==> config.mk <==
export PLATFORM = sky130hd
export DESIGN_NAME = anro_overlay
export DESIGN_NICKNAME = d
export VERILOG_FILES = /design/src/verilog/anro_pkg.sv /design/src/verilog/anro_overlay.sv /design/src/verilog/anro_vbyte.sv
export SDC_FILE = /design/constraint.sdc
export NUM_CORES = 1
export LEC_CHECK = 0
export BUFFER_PORTS_ARGS = -buffer_cell sky130_fd_sc_hd__buf_2
export CAP_MARGIN = 30
export CORE_ASPECT_RATIO = 1.1
export CORE_UTILIZATION = 55
export DETAILED_ROUTE_END_ITERATION = 12
export HOLD_SLACK_MARGIN = 0.05
export PLACE_DENSITY = 0.79
export SETUP_SLACK_MARGIN = 0.4
export SYNTH_ARGS = -nofsm -noshare
export SYNTH_HDL_FRONTEND = slang
export SYNTH_SLANG_ARGS = --single-unit
==> constraint.sdc <==
create_clock -name clk_sys -period 11.16 [get_ports clk_sys]
set_input_delay 2.232 -clock clk_sys [delete_from_list [all_inputs] [get_ports clk_sys]]
set_output_delay 2.232 -clock clk_sys [all_outputs]
set_load 0.05 [all_outputs]
==> src/verilog/anro_pkg.sv <==
// Shared constants and types of the read-data overlay.
// Assumes one clock domain; all users import the whole package.
package anro_pkg;

	// Byte address width: covers block 255, byte 3, plus a carry bit
	localparam int unsigned ADDR_W = 11;

	// Field lengths in bytes
	localparam logic [ADDR_W-1:0] UID_LEN = 11'h010;
	localparam logic [ADDR_W-1:0] CUS_LEN = 11'h008;
	localparam logic [ADDR_W-1:0] TAP_LEN = 11'h003;
	localparam logic [ADDR_W-1:0] TMP_LEN = 11'h003;
	localparam logic [ADDR_W-1:0] SEP_LEN = 11'h001;

	// Last user block of the two memory sizes
	localparam logic [7:0] LAST_BLOCK_LARGE = 8'h4F;
	localparam logic [7:0] LAST_BLOCK_SMALL = 8'h0F;

	// Factory values
	localparam logic EN_RESET = 1'b0;
	localparam logic [15:0] CFG_RESET = 16'h0020;
	localparam logic [7:0] SEP_RESET = 8'h78;
	localparam logic [31:0] CUSTOM_RESET = 32'h2E2E2E2E;

	// Configuration field positions
	localparam int unsigned CFG_UID_BIT = 0;
	localparam int unsigned CFG_CUS_BIT = 1;
	localparam int unsigned CFG_TAP_BIT = 2;
	localparam int unsigned CFG_RSVD_BIT = 3;
	localparam int unsigned CFG_TMP_BIT = 4;
	localparam int unsigned CFG_SEP_BIT = 5;
	localparam int unsigned CFG_BYTE_LSB = 6;
	localparam int unsigned CFG_BLOCK_LSB = 8;

	// Configuration parameter identifiers of the config commands
	typedef enum logic [2:0] {
		PAR_ENABLE = 3'h0,
		PAR_CONFIG = 3'h1,
		PAR_SEP = 3'h2,
		PAR_CUS_LOW = 3'h3,
		PAR_CUS_HIGH = 3'h4
	} anro_param_e;

	// Overlay configuration word, bit 0 at the bottom
	typedef struct packed {
		logic [7:0] startBlock;
		logic [1:0] startByte;
		logic sepEn;
		logic tamperEn;
		logic rsvd;
		logic tapEn;
		logic customEn;
		logic uidEn;
	} anro_cfg_s;

	// Block read answer
	typedef struct packed {
		logic [31:0] data;
		logic [7:0] block_security_status;
	} anro_rdresp_s;

endpackage : anro_pkg

==> src/verilog/anro_overlay.sv <==
// Read-data overlay: config registers, boot latch and read substitution.
// Assumes RF command decode, user memory and boot logic share clk_sys.
//
// What this block does
// Config bit 0 adds the UID text field; factory zero.
// Config bit 1 adds the eight-character custom field; factory zero.
// Config bit 2 adds the tap code field; bit 3 reserved, reads zero.
// Config bit 4 adds tamper status; forced zero without tamper interface.
// Config bit 5 enables separators between present fields; factory one.
// Config bits 15-8 give start block, bits 7-6 start byte; zero.
// Separator register supplies the separator character; factory 78h.
// Separator and custom registers need open session and clear lock.
// Separator and custom writes act at once, no boot needed.
// Custom low register holds first four characters; factory 2E2E2E2Eh.
// Custom high register holds last four characters; factory 2E2E2E2Eh.
// 128-bit UID text holds the identifier as ASCII characters.
// UID text has no write path; seen only through overlaid reads.
// Overlay state follows enable value latched at the last boot.
// Active overlay replaces read bytes from first through last byte.
// Block security status in read answers is never altered.
// Block writes bypass the overlay and go straight to user memory.
// Inactive overlay returns user memory only; last block 4Fh or 0Fh.
// First byte is block*4+byte; last is min of end and first+len-1.
// Length sums 16, 8, 3, 3 per field plus separators between them.
// Field order UID, custom low, custom high, tap code, tamper.
// Multi-byte values are placed least significant byte first.
// Overlaid byte is virtual byte at address minus first byte.
module anro_overlay
	import anro_pkg::*;
#(
	parameter logic [7:0] LAST_BLOCK = LAST_BLOCK_LARGE,
	parameter bit HAS_TAMPER = 1'b1
)
(
	input wire logic clk_sys,
	input wire logic rst_n,
	input wire logic bootStrobe,
	input wire logic sessionOpen,
	input wire logic overlayCfgLock,
	input wire logic cfgReq,
	input wire logic cfgWrite,
	input wire logic [2:0] cfgParam,
	input wire logic [31:0] cfgWdata,
	output logic cfgDone,
	output logic cfgErr,
	output logic [31:0] cfgRdata,
	input wire logic [127:0] uidText,
	input wire logic [23:0] tapCode,
	input wire logic [23:0] tamperStatus,
	input wire logic rdReq,
	input wire logic [7:0] rdBlock,
	input wire logic [31:0] umRdData,
	input wire logic [7:0] umRdBss,
	output logic rdDone,
	output anro_rdresp_s rdResp,
	input wire logic wrReq,
	input wire logic [7:0] wrBlock,
	input wire logic [31:0] wrData,
	output logic umWrEn,
	output logic [7:0] umWrBlock,
	output logic [31:0] umWrData,
	output logic overlayActive
);

	if (LAST_BLOCK > 8'hFE) begin : gBadLast
		$error("LAST_BLOCK leaves no room for the address arithmetic");
	end

	// Stored registers
	logic overlayEnable;
	anro_cfg_s overlayConfig;
	logic [7:0] separatorChar;
	logic [31:0] customTextLow;
	logic [31:0] customTextHigh;

	// Values latched at the last boot
	logic activeEn;
	anro_cfg_s activeCfg;

	// Access decode
	logic cfgAllowed;
	logic cfgKnown;
	logic cfgGuarded;
	logic cfgRefused;
	logic cfgWrOk;
	anro_cfg_s writtenCfg;
	logic [31:0] next_cfgRdata;

	// Overlay window
	logic [ADDR_W-1:0] overlayLength;
	logic [ADDR_W-1:0] firstByte;
	logic [ADDR_W-1:0] endCand;
	logic [ADDR_W-1:0] lastUserByte;
	logic [ADDR_W-1:0] lastByte;
	logic [31:0] next_rdData;

	assign cfgAllowed = sessionOpen && !overlayCfgLock;
	assign cfgKnown = cfgParam <= PAR_CUS_HIGH;
	assign cfgGuarded = cfgParam >= PAR_SEP;

	always_comb begin
		cfgRefused = 1'b0;
		if (!cfgKnown) begin
			cfgRefused = 1'b1;
		end else if (cfgWrite) begin
			cfgRefused = !cfgAllowed;
		end else if (cfgGuarded) begin
			cfgRefused = !cfgAllowed;
		end
	end

	assign cfgWrOk = cfgReq && cfgWrite && !cfgRefused;

	// Reserved bit and missing tamper interface read back as zero
	always_comb begin
		writtenCfg = anro_cfg_s'(cfgWdata[15:0]);
		writtenCfg.rsvd = 1'b0;
		if (!HAS_TAMPER) begin
			writtenCfg.tamperEn = 1'b0;
		end
	end

	// Enable register, acts only at the next boot
	always_ff @(posedge clk_sys) begin
		if (!rst_n) begin
			overlayEnable <= EN_RESET;
		end else if (cfgWrOk && cfgParam == PAR_ENABLE) begin
			overlayEnable <= cfgWdata[0];
		end
	end

	// Configuration register, acts only at the next boot
	always_ff @(posedge clk_sys) begin
		if (!rst_n) begin
			overlayConfig <= anro_cfg_s'(CFG_RESET);
			if (!HAS_TAMPER) begin
				overlayConfig.tamperEn <= 1'b0;
			end
		end else if (cfgWrOk && cfgParam == PAR_CONFIG) begin
			overlayConfig <= writtenCfg;
		end
	end

	// Separator and custom text, effective at once
	always_ff @(posedge clk_sys) begin
		if (!rst_n) begin
			separatorChar <= SEP_RESET;
		end else if (cfgWrOk && cfgParam == PAR_SEP) begin
			separatorChar <= cfgWdata[7:0];
		end
	end

	always_ff @(posedge clk_sys) begin
		if (!rst_n) begin
			customTextLow <= CUSTOM_RESET;
		end else if (cfgWrOk && cfgParam == PAR_CUS_LOW) begin
			customTextLow <= cfgWdata;
		end
	end

	always_ff @(posedge clk_sys) begin
		if (!rst_n) begin
			customTextHigh <= CUSTOM_RESET;
		end else if (cfgWrOk && cfgParam == PAR_CUS_HIGH) begin
			customTextHigh <= cfgWdata;
		end
	end

	// Config read data; UID text has no entry here
	always_comb begin
		next_cfgRdata = 32'h0000_0000;
		case (cfgParam)
			PAR_ENABLE: next_cfgRdata = {31'h0000_0000, overlayEnable};
			PAR_CONFIG: next_cfgRdata = {16'h0000, overlayConfig};
			PAR_SEP: next_cfgRdata = {24'h00_0000, separatorChar};
			PAR_CUS_LOW: next_cfgRdata = customTextLow;
			PAR_CUS_HIGH: next_cfgRdata = customTextHigh;
			default: next_cfgRdata = 32'h0000_0000;
		endcase
	end

	// Config command answer, one cycle after the request
	always_ff @(posedge clk_sys) begin
		if (!rst_n) begin
			cfgDone <= 1'b0;
			cfgErr <= 1'b0;
			cfgRdata <= 32'h0000_0000;
		end else begin
			cfgDone <= cfgReq;
			cfgErr <= cfgReq && cfgRefused;
			if (cfgReq && !cfgWrite && !cfgRefused) begin
				cfgRdata <= next_cfgRdata;
			end else begin
				cfgRdata <= 32'h0000_0000;
			end
		end
	end

	// Boot latch of enable and configuration
	always_ff @(posedge clk_sys) begin
		if (!rst_n) begin
			activeEn <= EN_RESET;
			activeCfg <= anro_cfg_s'(CFG_RESET);
		end else if (bootStrobe) begin
			activeEn <= overlayEnable;
			activeCfg <= overlayConfig;
		end
	end

	assign overlayActive = activeEn;

	// Window bounds from the latched configuration
	assign firstByte = {1'b0, activeCfg.startBlock, activeCfg.startByte};
	assign endCand = firstByte + overlayLength - 11'h001;
	assign lastUserByte = {1'b0, LAST_BLOCK, 2'b11};
	assign lastByte = (endCand < lastUserByte) ? endCand : lastUserByte;

	// Per-byte substitution of the block read
	for (genvar b = 0; b < 4; b++) begin : gByte
		logic [ADDR_W-1:0] addr;
		logic [ADDR_W-1:0] idx;
		logic hit;
		logic [7:0] vb;
		logic [ADDR_W-1:0] len;

		assign addr = {1'b0, rdBlock, 2'(b)};
		assign idx = addr - firstByte;
		assign hit = activeEn && overlayLength != '0 &&
				addr >= firstByte && addr <= lastByte;

		anro_vbyte uVbyte (
			.cfg(activeCfg),
			.sepChar(separatorChar),
			.customLow(customTextLow),
			.customHigh(customTextHigh),
			.uidText(uidText),
			.tapCode(tapCode),
			.tamperStatus(tamperStatus),
			.idx(idx),
			.vByte(vb),
			.vLen(len)
		);

		assign next_rdData[8*b +: 8] = hit ? vb : umRdData[8*b +: 8];
		if (b == 0) begin : gLen
			assign overlayLength = len;
		end
	end

	// Block read answer, one cycle after the request
	always_ff @(posedge clk_sys) begin
		if (!rst_n) begin
			rdDone <= 1'b0;
			rdResp <= '0;
		end else begin
			rdDone <= rdReq;
			if (rdReq) begin
				rdResp.data <= next_rdData;
				rdResp.block_security_status <= umRdBss;
			end
		end
	end

	// Block writes pass through untouched
	always_ff @(posedge clk_sys) begin
		if (!rst_n) begin
			umWrEn <= 1'b0;
			umWrBlock <= 8'h00;
			umWrData <= 32'h0000_0000;
		end else begin
			umWrEn <= wrReq;
			if (wrReq) begin
				umWrBlock <= wrBlock;
				umWrData <= wrData;
			end
		end
	end
endmodule : anro_overlay

==> src/verilog/anro_vbyte.sv <==
// One byte of the virtual overlay memory, selected by index.
// Assumes the field sources are stable during the read cycle.
module anro_vbyte
	import anro_pkg::*;
(
	input wire anro_cfg_s cfg,
	input wire logic [7:0] sepChar,
	input wire logic [31:0] customLow,
	input wire logic [31:0] customHigh,
	input wire logic [127:0] uidText,
	input wire logic [23:0] tapCode,
	input wire logic [23:0] tamperStatus,
	input wire logic [ADDR_W-1:0] idx,
	output logic [7:0] vByte,
	output logic [ADDR_W-1:0] vLen
);

	logic [63:0] customCat;

	assign customCat = {customHigh, customLow};

	always_comb begin
		logic [ADDR_W-1:0] p;
		logic [ADDR_W-1:0] off;
		p = '0;
		off = '0;
		vByte = 8'h00;
		if (cfg.uidEn) begin
			off = idx - p;
			if (idx >= p && off < UID_LEN) begin
				vByte = uidText[{off[3:0], 3'b000} +: 8];
			end
			p = p + UID_LEN;
		end
		if (cfg.sepEn && cfg.uidEn && cfg.customEn) begin
			if (idx == p) begin
				vByte = sepChar;
			end
			p = p + SEP_LEN;
		end
		if (cfg.customEn) begin
			off = idx - p;
			if (idx >= p && off < CUS_LEN) begin
				vByte = customCat[{off[2:0], 3'b000} +: 8];
			end
			p = p + CUS_LEN;
		end
		if (cfg.sepEn && (cfg.uidEn || cfg.customEn) && cfg.tapEn) begin
			if (idx == p) begin
				vByte = sepChar;
			end
			p = p + SEP_LEN;
		end
		if (cfg.tapEn) begin
			off = idx - p;
			if (idx >= p && off < TAP_LEN) begin
				vByte = tapCode[{off[1:0], 3'b000} +: 8];
			end
			p = p + TAP_LEN;
		end
		if (cfg.sepEn && (cfg.uidEn || cfg.customEn || cfg.tapEn) &&
				cfg.tamperEn) begin
			if (idx == p) begin
				vByte = sepChar;
			end
			p = p + SEP_LEN;
		end
		if (cfg.tamperEn) begin
			off = idx - p;
			if (idx >= p && off < TMP_LEN) begin
				vByte = tamperStatus[{off[1:0], 3'b000} +: 8];
			end
			p = p + TMP_LEN;
		end
		vLen = p;
	end

endmodule : anro_vbyte

==> impl_metrics.tcl <==
set metrics [dict create \
    hold_viol 0 \
    cts_hold_repair.buffers 0 \
    worst-path-buf-inv 4 \
    grt_overflow 0 \
    design.die.area_mm2 0.0423 \
    synth_seq_area_share_pct 19.3 \
    r2r_start "activeCfg[1]" \
    setup_viol_count_final 0 \
    ctsRootBufferMaster "clkbuf_16" \
    leakagePower_uw 0.0107 \
    cts_resized 0 \
    h-tree-depth 1 \
    fin_crit_sh_pct 84.5 \
    place_area_mm2 0.0252 \
    status "completed" \
    syn_area_mm2 0.0228 \
    arrival_ns 9.93 \
    max_freq_ghz 0.106 \
    reg2reg_depth 33 \
    ios 425 \
    cp_slowest_stage_delay_ns 0.78 \
    worstPathRequired_ns 11.66 \
    initial_utilization_pct 56.2 \
    min_from "rdResp[25]" \
    totalWireLength_um 99800 \
    crit_type "register to register" \
    holdCritPathClass "register to register" \
    portBuffers 424 \
    fp.dieH_um 216 \
    die_x_um 196 \
    switching_share_pct 33.0 \
    crit_slowest_cell "dfxtp_1" \
    cts_tree "yes" \
    combinationalPowerShare_pct 26.0 \
    irDropWorstVdd_v 0.000153 \
    areaGrowthSynthToFinish_pct 14.3 \
    min_path_cells 2 \
    synth_edf_count 0 \
    drc_errors 0 \
    cp-start-kind "register" \
    first_pass_iters 7 \
    nets 3250 \
    clock_latency_ns 0.55 \
    wl_per_cell_um 29.0 \
    r2r_setup_slack_ns 1.72 \
    powerDensity_mw_per_mm2 86.2 \
    clockBufferDepth 3 \
    p_seq_share_pct 36.5 \
    cts_buffers 25 \
    rsz0062_at_grt "false" \
    r2r_end "rdResp[33]" \
    critPathCaptureType "register" \
    synth.avg_cell_area_um2 8.96 \
    ys_ff_latch 220 \
    p_sw_uw 742 \
    stdcell_area_mm2 0.0261 \
    relSlewSlack_pct 26.9 \
    internal-power_uw 1500 \
    path_clk_slew_ns 0.07 \
    fin_total_pwr_uw 2250 \
    min_period_ns 9.44 \
    hold-path-endpoint "rdResp[25]" \
    cpMostUsedCell "ha_1" \
    layout_commonest_cell "buf_2" \
    layout_common_cells "buf_2, nand2_1, dfxtp_1" \
    grt_usage_pct 46.4 \
    tightest_slew_ns 1.09 \
    gp_congestion 1.02 \
    grt_pass1_vias 22800 \
    tns_ns 0 \
    ys.warnings.count 0 \
    path_delay_family "compound AO/OA/AOI/OAI gates" \
    final_max_slew_viol_count 0 \
    ys.flop_type "dfxtp_1" \
    cts.sinks 220 \
    antenna_left 0 \
    whs_ns 0.451 \
    post_cts_buffers 0 \
    layout-drive-gt1-share_pct 27.4 \
    rows 77 \
    final.fill_count 3378 \
    vias_per_cell 6.91 \
    antenna_found_initial 29 \
    synth-async-reset-ratio_pct 0 \
    power_frac_clock_pct 37.5 \
    drtIter0Drc 2676 \
    syn_inst 2546 \
    ys_types 109 \
    core_mm2 0.0406 \
    route.vias.total 23800 \
    max-cap-violations 0 \
    place_hpwl_um 78100 \
    finClkSkew_ns 0.0130 \
    grt_pass1_wl_um 147000 \
    grt_max_degree 124 \
    critPathMaxFanout 16 \
]
==> cell usage after synthesis, types with 10 or more instances <==
cell,instances,area share (%)
buf_2,43,0.94
o21ai_1,13,0.29
o21a_1,21,0.69
buf_4,13,0.43
mux2i_1,211,9.3
mux4_2,198,20
nor4_1,14,0.38
fa_1,11,0.97
xor2_1,16,0.61
nand2_1,279,4.6
mux2_2,26,1.3
nor2_1,153,2.5
a21boi_0,54,1.8
a21o_1,16,0.53
a21oi_1,124,2.7
nor3_1,33,0.72
a2bb2oi_1,15,0.58
nand2b_1,27,0.74
ha_1,87,4.8
clkbuf_1,122,2.0
nand3_1,99,2.2
o31ai_1,20,0.66
nor2b_1,124,3.4
o21ai_0,84,1.8
and3_1,16,0.44
a211oi_1,22,0.72
o22ai_1,10,0.27
dfxtp_1,220,19
a31oi_1,23,0.63
and2_1,13,0.36
a22o_1,11,0.42
inv_1,76,1.3
xnor2_1,40,1.5
o211ai_1,35,1.2
nand4_1,31,0.85
or3_1,13,0.36
a2111oi_0,10,0.38
a211o_1,11,0.42
a22oi_1,32,1.1
buf_1,15,0.25
==> how the worst max path moves through the flow <==
stage / from / end / slack [ns] / depth (start not counted)
after floorplan: activeCfg[0] / rdResp[33] / 3.46 / 33
after CTS: activeCfg[1] / rdResp[33] / 1.96 / 31
after global routing: activeCfg[1] / rdResp[33] / 1.25 / 33
final: activeCfg[1] / rdResp[33] / 1.72 / 33
after global placement: activeCfg[1] / rdResp[33] / 2.19 / 31
after detailed placement: activeCfg[1] / rdResp[33] / 2.02 / 31
==> tightest hold or removal path: stages (launching register included) <==
cell     delay [ns]
dfxtp_1        0.31
nand2_1        0.05
o21ai_1        0.05
==> per-stage QoR <==
| step | utilization, % | setup slack [ns] | cells |
|---|---|---|---|
| 2_1_floorplan | - | 3.46 | 2551 |
| 3_3_place_gp | 61.9 | 2.19 | 3364 |
| 3_5_place_dp | 62.0 | 2.02 | 3370 |
| 4_1_cts | 64.1 | 1.96 | 3414 |
| 5_1_grt | 64.2 | 1.25 | 3440 |
| 6_report | 64.2 | 1.72 | 3441 |
==> kinds of logic (layout without fill, tap and decap cells) <==
family,Yosys count,count (layout),synth area share (%)
AND/OR/NAND/NOR,862,862,18.9
AO/OA/AOI/OAI,592,592,18.2
multiplexers,436,436,30.2
buffers and inverters,276,586,5.06
flip-flops,220,220,19.3
adder cells (fa/ha/maj),98,98,5.74
XOR/XNOR,61,61,2.60
other,1,33,0.0164
==> flip-flops by register name, indices dropped and copies added (netlist names), 8 cells and up <==
register and cells:
separatorChar 8, customTextLow 32, umWrData 32, cfgRdata 32
umWrBlock 8, activeCfg 15, rdResp 40, overlayConfig 15
customTextHigh 32
==> metal layers <==
metal | global-route usage [%] | part of all wire [%] | vias to the layer above
met3 | 11.2 | 12 | 406
met4 | 32.7 | 8.5 | 4
li1 | - | - | 10200
met2 | 70.2 | 43 | 1743
met5 | 0 | 0.023 | -
met1 | 58.1 | 36 | 11400
==> power groups by stage <==
stage	combinational [µW]	sequential, µW	clock (µW)
after floorplan	293	898	0
after global placement	550	835	0
after detailed placement	564	836	0
after CTS	567	819	836
after global routing	611	821	866
final	583	820	842
==> layout make-up <==
class                      instances  area (µm²)  share of cell area [%]
antenna                           27        67.6                   0.259
clock buffer                      33         717                    2.75
clock inverter                    11         101                   0.389
inverter                          81         304                    1.17
multi-input combinational       2055       17300                    66.5
sequential                       220        4410                    16.9
tap                              553         692                    2.66
timing repair buffer             461        2430                    9.33
Power figures use the tool's default switching activity.
